--- src/can_xcvr_pkg.sv ---
package can_xcvr_pkg;

	// ==========================================================
	// clock and timing
	localparam int CLK_NS = 25;
	localparam int CNT_W = 20;
	typedef logic [CNT_W-1:0] cnt_t;

	// least times round up, longest times round down
	localparam int EN_TIME_NS = 10000;
	localparam int WAKE_MIN_NS = 500;
	localparam int WAKE_MAX_NS = 1800000;
	localparam int SILENCE_NS = 1000000;
	localparam int TX_TO_NS = 2700000;
	localparam int CLAMP_NS = 4500000;
	localparam cnt_t EN_CYC = cnt_t'((EN_TIME_NS + CLK_NS - 1) / CLK_NS);
	localparam cnt_t WAKE_MIN_CYC = cnt_t'((WAKE_MIN_NS + CLK_NS - 1) / CLK_NS);
	localparam cnt_t WAKE_MAX_CYC = cnt_t'(WAKE_MAX_NS / CLK_NS);
	localparam cnt_t SILENCE_CYC = cnt_t'((SILENCE_NS + CLK_NS - 1) / CLK_NS);
	localparam cnt_t TX_TO_CYC = cnt_t'((TX_TO_NS + CLK_NS - 1) / CLK_NS);
	localparam cnt_t CLAMP_CYC = cnt_t'((CLAMP_NS + CLK_NS - 1) / CLK_NS);

	// ==========================================================
	// register map
	localparam logic [7:0] CTRL_OFS = 8'h00;
	localparam logic [7:0] STATUS_OFS = 8'h04;
	localparam int CTRL_MODE_LSB = 0;
	localparam int CTRL_WD_BIT = 2;
	localparam int ST_FAULT_BIT = 0;
	localparam int ST_UV_BIT = 1;
	localparam int ST_WAKE_BIT = 2;
	localparam int ST_TXTO_BIT = 3;
	localparam int ST_EN_BIT = 4;
	localparam int ST_ARMED_BIT = 5;

	// ==========================================================
	// codes
	typedef logic [1:0] xcvr_mode_t;
	localparam xcvr_mode_t MODE_OFF = 2'h0;
	localparam xcvr_mode_t MODE_WAKE = 2'h1;
	localparam xcvr_mode_t MODE_RXONLY = 2'h2;
	localparam xcvr_mode_t MODE_NORMAL = 2'h3;
	localparam xcvr_mode_t MODE_RST = MODE_OFF;

	typedef logic [2:0] dev_mode_t;
	localparam dev_mode_t DEV_NORMAL = 3'h0;
	localparam dev_mode_t DEV_STOP = 3'h1;
	localparam dev_mode_t DEV_SLEEP = 3'h2;
	localparam dev_mode_t DEV_RESTART = 3'h3;
	localparam dev_mode_t DEV_FAILSAFE = 3'h4;

	typedef logic [1:0] term_t;
	localparam term_t TERM_FLOAT = 2'h0;
	localparam term_t TERM_HALF = 2'h1;
	localparam term_t TERM_2V5 = 2'h2;
	localparam term_t TERM_GND = 2'h3;

	typedef enum logic [1:0] {WK_IDLE, WK_DOM1, WK_REC, WK_DOM2} wake_st_e;

	// ==========================================================
	// carriers
	typedef struct packed {
		logic psel;
		logic penable;
		logic pwrite;
		logic [7:0] paddr;
		logic [31:0] pwdata;
	} apb_req_s;

	typedef struct packed {
		logic pready;
		logic pslverr;
		logic [31:0] prdata;
	} apb_rsp_s;

	typedef struct packed {
		xcvr_mode_t mode;
		logic wd_bit;
		logic fault;
		logic uv_flag;
		logic wake_stat;
		logic int_low;
		cnt_t en_cnt;
		logic en_done;
		logic tx_armed;
		logic tx_to;
		cnt_t to_cnt;
		cnt_t cl_cnt;
		wake_st_e wk;
		cnt_t ph_cnt;
		logic armed;
		logic woken;
		cnt_t sil_cnt;
		logic sil_done;
		dev_mode_t prev_dev;
		logic tx_dom;
		logic drv_en;
		logic rx;
		logic int_n;
		term_t term;
		logic restart_req;
		logic wd_req;
		apb_rsp_s rsp;
	} state_s;

endpackage

--- src/can_xcvr_mode_ctrl.sv ---
// What this block does
// reset enters off mode; off allowed always and ignores bus wake activity
// normal mode accepted only in device normal or stop; half-supply bias
// normal mode drives bus from transmit input; receive follows the bus
// controller keeps transmit recessive until enable delay has elapsed
// dominant present during enable delay blocked; next dominant after recessive sent
// receive-only in device normal or stop; driver off, receive follows bus
// wake-capable selectable in stop, sleep, restart, normal; forced on fail-safe
// bus wake in wake-capable drives receive low until mode changes
// wake needs dominant, recessive, dominant, each between min and max time
// mode field keeps wake code after wake; detection stays disarmed
// rearm by mode toggle, or entering stop, sleep or fail-safe
// wake in stop or normal: interrupt low, wake status, receive low
// stop wake with watchdog off and enable bit set enables watchdog
// wake in sleep requests restart, receive low, no interrupt
// termination per mode: half, half or 2.5 V, ground or 2.5 V, float
// ground termination only after silence time on entering wake-capable
// transmit dominant beyond time-out forces recessive, sets fault, mode kept
// transmitter re-enables once transmit input no longer dominant
// bus dominant beyond clamp time in normal or receive-only sets fault
// clamp filter time always longer than transmit time-out
// supply undervoltage sets flag, disables transmitter; recovers automatically
// undervoltage monitored only while upper mode bit is one
// two-bit mode field, four codes; fault sticky until software clears
`timescale 1ns/100ps
module can_xcvr_mode_ctrl #(
	parameter can_xcvr_pkg::cnt_t WAKE_MAX_CYC = can_xcvr_pkg::WAKE_MAX_CYC,
	parameter can_xcvr_pkg::cnt_t SILENCE_CYC = can_xcvr_pkg::SILENCE_CYC,
	parameter can_xcvr_pkg::cnt_t TX_TO_CYC = can_xcvr_pkg::TX_TO_CYC,
	parameter can_xcvr_pkg::cnt_t CLAMP_CYC = can_xcvr_pkg::CLAMP_CYC
) (
	// clock and reset
	input wire logic CLK_SYS_I,
	input wire logic SRST_I,
	// register bus
	input wire can_xcvr_pkg::apb_req_s APB_REQ_I,
	output can_xcvr_pkg::apb_rsp_s APB_RSP_O,
	// protocol controller side
	input wire logic TX_DATA_IN_I,
	output logic RX_DATA_OUT_O,
	output logic INTERRUPT_OUT_N_O,
	// bus side
	input wire logic BUS_DOMINANT_I,
	output logic TX_DRIVE_DOMINANT_O,
	output logic DRIVER_ENABLE_O,
	output can_xcvr_pkg::term_t TERMINATION_O,
	// device supervision
	input wire can_xcvr_pkg::dev_mode_t DEVICE_MODE_I,
	input wire logic SUPPLY_UNDERVOLTAGE_I,
	input wire logic WATCHDOG_DISABLED_I,
	output logic RESTART_REQUEST_O,
	output logic WATCHDOG_ENABLE_REQUEST_O
);
	import can_xcvr_pkg::*;

	// clamp filter kept above the transmit time-out
	localparam cnt_t CLAMP_EFF = (CLAMP_CYC > TX_TO_CYC) ?
		CLAMP_CYC : cnt_t'(TX_TO_CYC + cnt_t'(1));

	state_s s;
	state_s next_s;

	// ==========================================================
	// helpers
	function automatic cnt_t sat_inc(input cnt_t c);
		sat_inc = (c == {CNT_W{1'b1}}) ? c : cnt_t'(c + cnt_t'(1));
	endfunction

	function automatic logic mode_legal(input xcvr_mode_t m,
			input dev_mode_t d);
		logic ns;
		ns = (d == DEV_NORMAL) || (d == DEV_STOP);
		case (m)
			MODE_OFF: mode_legal = 1'b1;
			MODE_NORMAL: mode_legal = ns;
			MODE_RXONLY: mode_legal = ns;
			MODE_WAKE: mode_legal = ns || (d == DEV_SLEEP) ||
				(d == DEV_RESTART);
			default: mode_legal = 1'b0;
		endcase
	endfunction

	// ==========================================================
	// next state
	always_comb begin
		logic acc;
		logic wr;
		logic ctrl_wr;
		logic [31:0] clr;
		logic dev_enter;
		logic fault_set;
		logic uv_set;
		logic wake_hit;
		logic int_set;
		logic tx_dom_in;
		logic uv_act;
		acc = 1'b0;
		wr = 1'b0;
		ctrl_wr = 1'b0;
		clr = 32'h0000_0000;
		dev_enter = 1'b0;
		fault_set = 1'b0;
		uv_set = 1'b0;
		wake_hit = 1'b0;
		int_set = 1'b0;
		tx_dom_in = 1'b0;
		uv_act = 1'b0;
		next_s = s;
		next_s.restart_req = 1'b0;
		next_s.wd_req = 1'b0;
		next_s.rsp = '0;

		acc = APB_REQ_I.psel && APB_REQ_I.penable && s.rsp.pready;
		wr = acc && APB_REQ_I.pwrite;
		ctrl_wr = wr && (APB_REQ_I.paddr == CTRL_OFS);
		if (wr && (APB_REQ_I.paddr == STATUS_OFS)) begin
			clr = APB_REQ_I.pwdata;
		end
		dev_enter = (DEVICE_MODE_I != s.prev_dev);
		next_s.prev_dev = DEVICE_MODE_I;
		tx_dom_in = !TX_DATA_IN_I;

		// enabling delay, then wait for recessive before passing dominant
		if (s.mode == MODE_NORMAL) begin
			if (!s.en_done) begin
				if (s.en_cnt >= cnt_t'(EN_CYC - cnt_t'(1))) begin
					next_s.en_done = 1'b1;
				end else begin
					next_s.en_cnt = sat_inc(s.en_cnt);
				end
			end else if (!tx_dom_in) begin
				next_s.tx_armed = 1'b1;
			end
		end

		// transmit dominant time-out
		if ((s.mode == MODE_NORMAL) && tx_dom_in) begin
			next_s.to_cnt = sat_inc(s.to_cnt);
			if (s.to_cnt >= TX_TO_CYC) begin
				next_s.tx_to = 1'b1;
				fault_set = 1'b1;
			end
		end else begin
			next_s.to_cnt = '0;
			next_s.tx_to = 1'b0;
		end

		// bus dominant clamp
		if (s.mode[1] && BUS_DOMINANT_I) begin
			next_s.cl_cnt = sat_inc(s.cl_cnt);
			if (s.cl_cnt >= CLAMP_EFF) begin
				fault_set = 1'b1;
			end
		end else begin
			next_s.cl_cnt = '0;
		end

		// undervoltage monitored only with upper mode bit set
		uv_act = s.mode[1] && SUPPLY_UNDERVOLTAGE_I;
		uv_set = uv_act;

		// wake pattern: dominant, recessive, dominant
		if ((s.mode == MODE_WAKE) && s.armed) begin
			next_s.ph_cnt = sat_inc(s.ph_cnt);
			case (s.wk)
				WK_IDLE: begin
					next_s.ph_cnt = '0;
					if (BUS_DOMINANT_I) begin
						next_s.wk = WK_DOM1;
					end
				end
				WK_DOM1: begin
					if (!BUS_DOMINANT_I) begin
						next_s.ph_cnt = '0;
						next_s.wk = (s.ph_cnt >= WAKE_MIN_CYC) ?
							WK_REC : WK_IDLE;
					end else if (s.ph_cnt >= WAKE_MAX_CYC) begin
						next_s.wk = WK_IDLE;
					end
				end
				WK_REC: begin
					if (BUS_DOMINANT_I) begin
						next_s.ph_cnt = '0;
						next_s.wk = (s.ph_cnt >= WAKE_MIN_CYC) ?
							WK_DOM2 : WK_DOM1;
					end else if (s.ph_cnt >= WAKE_MAX_CYC) begin
						next_s.wk = WK_IDLE;
					end
				end
				WK_DOM2: begin
					if (!BUS_DOMINANT_I) begin
						next_s.ph_cnt = '0;
						if (s.ph_cnt >= WAKE_MIN_CYC) begin
							wake_hit = 1'b1;
							next_s.wk = WK_IDLE;
						end else begin
							next_s.wk = WK_REC;
						end
					end else if (s.ph_cnt >= WAKE_MAX_CYC) begin
						next_s.wk = WK_IDLE;
					end
				end
				default: next_s.wk = WK_IDLE;
			endcase
		end else begin
			next_s.wk = WK_IDLE;
			next_s.ph_cnt = '0;
		end

		// wake actions per device mode; mode field untouched
		if (wake_hit) begin
			next_s.armed = 1'b0;
			next_s.woken = 1'b1;
			if ((DEVICE_MODE_I == DEV_STOP) ||
					(DEVICE_MODE_I == DEV_NORMAL)) begin
				int_set = 1'b1;
			end
			if ((DEVICE_MODE_I == DEV_STOP) && s.wd_bit &&
					WATCHDOG_DISABLED_I) begin
				next_s.wd_req = 1'b1;
			end
			if ((DEVICE_MODE_I == DEV_SLEEP) ||
					(DEVICE_MODE_I == DEV_FAILSAFE)) begin
				next_s.restart_req = 1'b1;
			end
		end

		// silence time before ground termination
		if ((s.mode == MODE_WAKE) && !s.sil_done) begin
			if (s.sil_cnt >= cnt_t'(SILENCE_CYC - cnt_t'(1))) begin
				next_s.sil_done = 1'b1;
			end else begin
				next_s.sil_cnt = sat_inc(s.sil_cnt);
			end
		end

		// automatic rearm on device mode entry
		if (dev_enter && ((DEVICE_MODE_I == DEV_STOP) ||
				(DEVICE_MODE_I == DEV_SLEEP) ||
				(DEVICE_MODE_I == DEV_FAILSAFE))) begin
			next_s.armed = 1'b1;
		end

		// sticky flags, hardware set wins over clear
		next_s.fault = (s.fault && !clr[ST_FAULT_BIT]) ||
			fault_set;
		next_s.uv_flag = (s.uv_flag && !clr[ST_UV_BIT]) || uv_set;
		next_s.wake_stat = (s.wake_stat && !clr[ST_WAKE_BIT]) ||
			wake_hit;
		next_s.int_low = (s.int_low && !clr[ST_WAKE_BIT]) || int_set;

		// software mode selection; fail-safe entry forces wake-capable
		if (ctrl_wr) begin
			next_s.wd_bit = APB_REQ_I.pwdata[CTRL_WD_BIT];
			if (mode_legal(APB_REQ_I.pwdata[CTRL_MODE_LSB +: 2],
					DEVICE_MODE_I)) begin
				next_s.mode = APB_REQ_I.pwdata[CTRL_MODE_LSB +: 2];
			end
		end
		if (dev_enter && (DEVICE_MODE_I == DEV_FAILSAFE)) begin
			next_s.mode = MODE_WAKE;
		end

		// any mode change restarts sequences; toggle rearms wake
		if (next_s.mode != s.mode) begin
			next_s.woken = 1'b0;
			next_s.armed = 1'b1;
			next_s.en_cnt = '0;
			next_s.en_done = 1'b0;
			next_s.tx_armed = 1'b0;
			next_s.tx_to = 1'b0;
			next_s.to_cnt = '0;
			next_s.cl_cnt = '0;
			next_s.sil_cnt = '0;
			next_s.sil_done = 1'b0;
			next_s.wk = WK_IDLE;
			next_s.ph_cnt = '0;
		end

		// pin outputs
		next_s.tx_dom = (next_s.mode == MODE_NORMAL) && next_s.en_done &&
			next_s.tx_armed && !next_s.tx_to && !uv_act &&
			tx_dom_in;
		next_s.drv_en = (next_s.mode == MODE_NORMAL) && next_s.en_done &&
			!next_s.tx_to && !uv_act;
		case (next_s.mode)
			MODE_NORMAL: begin
				next_s.rx = !BUS_DOMINANT_I;
				next_s.term = TERM_HALF;
			end
			MODE_RXONLY: begin
				next_s.rx = !BUS_DOMINANT_I;
				next_s.term = uv_act ? TERM_2V5 : TERM_HALF;
			end
			MODE_WAKE: begin
				next_s.rx = !next_s.woken;
				next_s.term = next_s.woken ? TERM_2V5 :
					(next_s.sil_done ? TERM_GND : TERM_FLOAT);
			end
			default: begin
				next_s.rx = 1'b1;
				next_s.term = TERM_FLOAT;
			end
		endcase
		next_s.int_n = !next_s.int_low;

		// register bus answer, one wait state
		if (APB_REQ_I.psel && APB_REQ_I.penable && !s.rsp.pready) begin
			next_s.rsp.pready = 1'b1;
			case (APB_REQ_I.paddr)
				CTRL_OFS: begin
					next_s.rsp.prdata[CTRL_MODE_LSB +: 2] = s.mode;
					next_s.rsp.prdata[CTRL_WD_BIT] = s.wd_bit;
				end
				STATUS_OFS: begin
					next_s.rsp.prdata[ST_FAULT_BIT] = s.fault;
					next_s.rsp.prdata[ST_UV_BIT] = s.uv_flag;
					next_s.rsp.prdata[ST_WAKE_BIT] = s.wake_stat;
					next_s.rsp.prdata[ST_TXTO_BIT] = s.tx_to;
					next_s.rsp.prdata[ST_EN_BIT] = s.en_done;
					next_s.rsp.prdata[ST_ARMED_BIT] = s.armed;
				end
				default: next_s.rsp.pslverr = 1'b1;
			endcase
		end
	end

	// ==========================================================
	// state register
	always_ff @(posedge CLK_SYS_I) begin
		if (SRST_I) begin
			s <= '0;
			s.mode <= MODE_RST;
			s.armed <= 1'b1;
			s.wk <= WK_IDLE;
			s.prev_dev <= DEV_NORMAL;
			s.rx <= 1'b1;
			s.int_n <= 1'b1;
			s.term <= TERM_FLOAT;
		end else begin
			s <= next_s;
		end
	end

	// ==========================================================
	// outputs
	assign APB_RSP_O = s.rsp;
	assign RX_DATA_OUT_O = s.rx;
	assign INTERRUPT_OUT_N_O = s.int_n;
	assign TX_DRIVE_DOMINANT_O = s.tx_dom;
	assign DRIVER_ENABLE_O = s.drv_en;
	assign TERMINATION_O = s.term;
	assign RESTART_REQUEST_O = s.restart_req;
	assign WATCHDOG_ENABLE_REQUEST_O = s.wd_req;

endmodule

--- config.mk ---
export PLATFORM = sky130hd
export DESIGN_NAME = can_xcvr_mode_ctrl
export DESIGN_NICKNAME = d
export VERILOG_FILES = /design/src/can_xcvr_pkg.sv /design/src/can_xcvr_mode_ctrl.sv
export SDC_FILE = /design/constraint.sdc
export NUM_CORES = 1
export LEC_CHECK = 0
export ABC_AREA = 1
export BUFFER_PORTS_ARGS = -buffer_cell sky130_fd_sc_hd__buf_2
export CORE_MARGIN = 5
export CORE_UTILIZATION = 45
export DETAILED_ROUTE_END_ITERATION = 6
export GPL_ROUTABILITY_DRIVEN = 0
export PLACE_DENSITY_LB_ADDON = 0.15
export SLEW_MARGIN = 20
export SYNTH_ARGS = -nofsm -noshare
export SYNTH_HDL_FRONTEND = slang
export SYNTH_SLANG_ARGS = --single-unit
export TNS_END_PERCENT = 5
--- constraint.sdc ---
create_clock -name CLK_SYS_I -period 2.44 [get_ports CLK_SYS_I]
set_clock_uncertainty 0.2 [all_clocks]
set_input_delay 0.122 -clock CLK_SYS_I [delete_from_list [all_inputs] [get_ports CLK_SYS_I]]
set_output_delay 0.122 -clock CLK_SYS_I [all_outputs]
set_load 0.01 [all_outputs]
* Yosys cells after proc, flatten, opt, wreduce, memory -nomap -nowiden
Index checks and enable logic that the tools add are counted. W data, S select, Z words.
Cells by class: add/sub/neg operators 5, bitwise operators 11, equality and inequality tests 24, multiplexer cells 56, $lt $le $gt $ge 6, reduce and logical (&&, ||, !) cells 64
Operators with widths (number):
- $mux W20 | 8
- $add A20 B1 Y20 const B | 5
- $eq A20 B20 Y1 const B | 5
- $mux W88 | 1
- $pmux W22 S4 | 1
- $mux W21 | 2
- $ge A20 B17 Y1 const B | 2
- $mux W2 | 16
- $logic_and A1 B1 Y1 | 26
- $mux W22 | 1
- $mux W1 | 21
- $ge A20 B16 Y1 const B | 1
- $ge A20 B18 Y1 const B | 1
- $ge A20 B5 Y1 const B | 1
- $ge A20 B9 Y1 const B | 1
- $reduce_or A3 Y1 | 5
- $eq A2 B2 Y1 const B | 7
- $reduce_or A2 Y1 | 6
- $logic_not A1 Y1 | 11
- $not A1 Y1 | 11
- $logic_or A1 B1 Y1 | 10
- $eq A2 B1 Y1 const B | 4
- $eq A8 B3 Y1 const B | 1
- $logic_not A8 Y1 | 1
- other kinds (15) | 18
Storage, ports and cells: input bits 52, register bits after elaboration 160, output and inout bits 42, word-level logic and storage cells 197

* Longest topological paths before layout
word-level depth 16, gate-level depth with buffers 14, mapped depth without buffers 13

* Worst setup path after synthesis
Ideal clock, no wire load.
path type reg2reg, from register s[46] (netlist name), to register s[50] (netlist name), cell stages (with the launch flop) 10, path slack 0.546 ns, arrival time 1.628 ns, clock period less this slack 1.894 ns, data required time 2.174 ns, buffers on the path 1, library setup time 0.066 ns, path through dfxtp_1 ha_1 nand3_1 inv_1 nand3_1 nand3_1 nor2_2 clkbuf_1 nand2_1 a21oi_2
On the way: cells in the longest elaborated chain, start to end 3, elaborated cells between the ends (all ways) 6, classes of those cells 1 x add/sub; 1 x order compare; 1 x eq/ne; 2 x bitwise; 1 x reduce/logical
Ends and longest elaborated chain:
- start: declaration | line can_xcvr_mode_ctrl.sv:60 | state_s s;
- start signal: assignment | line can_xcvr_mode_ctrl.sv:341 | s <= next_s;
- $ge A20 B16 Y1 / $eq A20 B20 Y1 (equally long branches) | line can_xcvr_mode_ctrl.sv:230, can_xcvr_mode_ctrl.sv:66
- $not A1 Y1 (no source line)
- $reduce_and A3 Y1 (no source line)
Parallel ways exist; a longest one is shown, timed or not. A chain may end at the register's enable or synchronous reset.

* Final worst setup path
from input APB_REQ_I[33] (netlist name), to register s[72] (netlist name)
On the way: cells in the longest elaborated chain, start to end 6
Ends and longest elaborated chain:
- start: declaration | line can_xcvr_mode_ctrl.sv:36 | input wire can_xcvr_pkg::apb_req_s APB_REQ_I,
- $logic_not A8 Y1 | line can_xcvr_mode_ctrl.sv:115 | ctrl_wr = wr && (APB_REQ_I.paddr == CTRL_OFS);
- $logic_and A1 B1 Y1 | line can_xcvr_mode_ctrl.sv:115
- $mux W3 | line can_xcvr_mode_ctrl.sv:253 | if (ctrl_wr) begin
- $mux W2 | line can_xcvr_mode_ctrl.sv:260 | if (dev_enter && (DEVICE_MODE_I == DEV_FAILSAFE)) begin
- $ne A2 B2 Y1 | line can_xcvr_mode_ctrl.sv:265 | if (next_s.mode != s.mode) begin
- $reduce_or A3 Y1 (no source line)
No other way between the ends.

==> results by group <==
Worst setup path
  • Largest stage delay on the critical path: 0.53 ns
  • Reg2Reg Capture Point: s[132]
  • Critical path type: in2reg
  • Crit. End Element: flop
  • Worst Path Max Fanout: 10
  • CP Depth: 15
  • Reg2Reg Depth: 11
  • Largest delay share family, worst path: simple AND/OR/NAND/NOR gates
  • Data required time of the worst path: 2.55 ns
  • Startpoint class of the critical path: input port
  • Crit path cell chain: dlygate4sd3_1 > buf_2 > nor2_2 > nand2_2 > nor2_4 > nand2_1 > nand2_2 > nand3_4 > nand2_2 > nand2_4 > nand2_4 > nor2_8 > nand2_2 > buf_12 > nor2_2
  • Worst Setup EP: s[72]
  • Critical path's slowest cell: dlygate4sd3_1
  • R2R Setup Slk: 0.29 ns
  • Worst Path Buf+Inv: 3
  • Worst Path Arrival: 2.31 ns
  • Worst Setup SP: APB_REQ_I[33]
  • CP dominant cell by count: nand2_2
  • Crit Reg-Reg Startpoint: APB_RSP_O[33]

CTS
  • # clock sinks: 134
  • H-tree levels: 4
  • Total CTS buffers: 17
  • # resized after CTS: 0
  • Latest clock arrival within the worst-skew pair: 0.42 ns
  • Postcts setup bufs: 0
  • Deepest clock path buffer count: 2
  • Clock Tree Root: clkbuf_16
  • Cts hold-fix bufs: 20
  • CTS tree: built
  • Clock Pin Slew Worst Setup and Hold Paths: 0.06 ns

Placed design
  • Inst Count DP: 1,281
  • Final HPWL DP: 11.69 mm
  • IO buf count: 38
  • Placed cell area: 7496 um2

Global route
  • Number of global-route vias before repair: 5,722
  • Largest net degree at the start of global routing: 23
  • First-pass GRT wire length: 26.41 mm
  • Initial antenna violation count: 0
  • Total GRT Usage: 17.73%
  • Congestion Overflow GR: 0

Timing
  • Slew Limit Fails: 0
  • RSZ-0062 raised after global routing: no
  • Fin crit share: 90.21%
  • Fin crit period: 2.201 ns
  • Final Hold Viols: 0
  • FMAX: 0.4543 GHz
  • Final-report setup violation count: 0
  • Setup_tns: 0 ns

Yosys
  • Yosys top cell by area: dfxtp_1
  • Post-synthesis register bit count: 134
  • Area share of the largest cell type after synthesis: 37.42%
  • Ys flop type: dfxtp_1
  • Mapped cell area: 7168 um2
  • Synth warn: 0
  • Avg Inst Size Synth: 6.892 um2
  • Distinct cell type count after synthesis: 42
  • Post-synthesis sequential area ratio: 37.42%
  • Synth async-reset ratio: 0%
  • Top post-synthesis cells by area: dfxtp_1, nand2_1, nor2_1
  • Post-Syn Instances: 1,040
  • Post-synth EDFFs: 0

Finish
  • Layout area overhead: 14.94%
  • Post-route cell area: 8239 um2
  • Share of layout cells above drive strength 1: 12.28%
  • Final Util: 52.25%
  • Cell Count, Final, Fillers Out: 1,332
  • Fin nets: 1,164
  • Diode count: 0

Outcome
  • Status: complete, no violations

Floorplan
  • Rows: 46
  • Initial Utilization: 45.45%
  • IO Pins: 94
  • Core area: 15,770 um2
  • Die area: 18,550 um2
  • Die height: 136.2 um
  • Die width: 136.2 um

Drt
  • Post-route ant nets: 0
  • Total iterations of the first detailed-routing run: 4
  • DR iter-0 viols: 337
  • DRC violations left: 0
  • Via count: 6,266
  • Wirelength per Cell: 11.77 um
  • Final wirelength: 15.67 mm
  • Drt via density: 4.704

Power
  • Leakage: 3.178 nW
  • Maximum VDD drop: 0.4951 mV
  • P per Cell Area: 582.0 nW/um2

Min path
  • WHS Path Cells: 6
  • Worst Hold Class: in2reg

Run
  • MaxCap Viol Count: 0
worst reg2reg max path: cells and delay by family, from the launching register on:
kind	cells	cell delay, ns
buffers and inverters	2	0.32
AO/OA/AOI/OAI	1	0.17
AND/OR/NAND/NOR	8	1.02
flip-flops	1	0.35
cell families (layout without fill, tap and decap cells):
group / count (synthesis) / in the layout / synth area share, %
compound gates: 82 / 82 / 7.209
xor+xnor: 47 / 47 / 5.743
fa+ha+maj: 8 / 8 / 1.396
buf+inv: 188 / 239 / 12.38
flops: 134 / 134 / 37.42
mux: 1 / 1 / 0.1396
other cells: 1 / 26 / 0.05231
simple gates: 579 / 579 / 35.66
power by group:
part | internal [W] | switching [W]
sequential | 0.00219 | 0.00000466
combinational | 0.0000808 | 0.000142
clock | 0.00144 | 0.000934
total | 0.00371 | 0.00108
cells in the final DEF (no fill, tap or decap), types with 5 or more instances in the layout:
master	count
nand2_1	219
nor2_1	192
dfxtp_1	134
inv_1	126
nand3_1	68
buf_2	38
xor2_1	32
a21oi_1	28
nor3_1	26
conb_1	26
nand4_1	23
o21ai_0	21
dlygate4sd3_1	20
clkbuf_16	17
xnor2_1	15
a21oi_2	15
nor4_1	14
nor2_2	14
buf_4	13
nand2_2	8
ha_1	8
o211ai_1	7
inv_2	6
clkinv_2	5
per-layer routing:
layer	routed length [um]	global-route usage, %
met1	7585	23.28
met2	7143	27.90
met5	0	0
met4	351	6.775
met3	593	4.737
synth_stat cells (14+ instances only):
library cell	count
xnor2_1	15
nand2_1	219
nor2_2	14
buf_4	37
nor3_1	26
nor4_1	14
nor2_1	192
nand4_1	23
a21oi_1	28
a21oi_2	15
dfxtp_1	134
inv_1	126
o21ai_0	21
xor2_1	32
nand3_1	68
state kept, by name, indices dropped and copies added (netlist names):
name / flops
TERMINATION_O: 2
s: 118
APB_RSP_O: 8
RESTART_REQUEST_O: 1
DRIVER_ENABLE_O: 1
TX_DRIVE_DOMINANT_O: 1
RX_DATA_OUT_O: 1
WATCHDOG_ENABLE_REQUEST_O: 1
INTERRUPT_OUT_N_O: 1
how the worst min path moves through the flow:
stage                              startpoint                   endpoint  slack, ns
after detailed placement  WATCHDOG_DISABLED_I  WATCHDOG_ENABLE_REQUEST_O       0.18
final                           APB_REQ_I[34]               APB_RSP_O[1]       0.03
after global placement    WATCHDOG_DISABLED_I  WATCHDOG_ENABLE_REQUEST_O       0.18
after global routing            APB_REQ_I[34]               APB_RSP_O[1]       0.03
after CTS                       APB_REQ_I[34]               APB_RSP_O[1]      0.009
after floorplan              DEVICE_MODE_I[1]                      s[43]       0.05
through the flow:
step | power (W) | hold slack (ns) | setup WS [ns]
final | 0.004795 | 0.02678 | 0.2388
after global routing | 0.004988 | 0.02755 | 0.04737
after CTS | 0.004855 | 0.009485 | 0.2323
after detailed placement | 0.002448 | 0.1799 | 0.2809
after global placement | 0.002448 | 0.1841 | 0.3086
after floorplan | 0.002420 | 0.04905 | 0.5458
cell type report:
cell class                      instances  area [um2]
Clock buffer                           22       464.2
Clock inverter                          9       78.83
Fill cell                            1634        7531
Inverter                              134       503.0
Multi-Input combinational cell        743        3692
Sequential cell                       134        2683
Tap cell                              216       270.3
Timing Repair Buffer                   74       548.0
No activity file was read; power rests on OpenSTA's default activity.
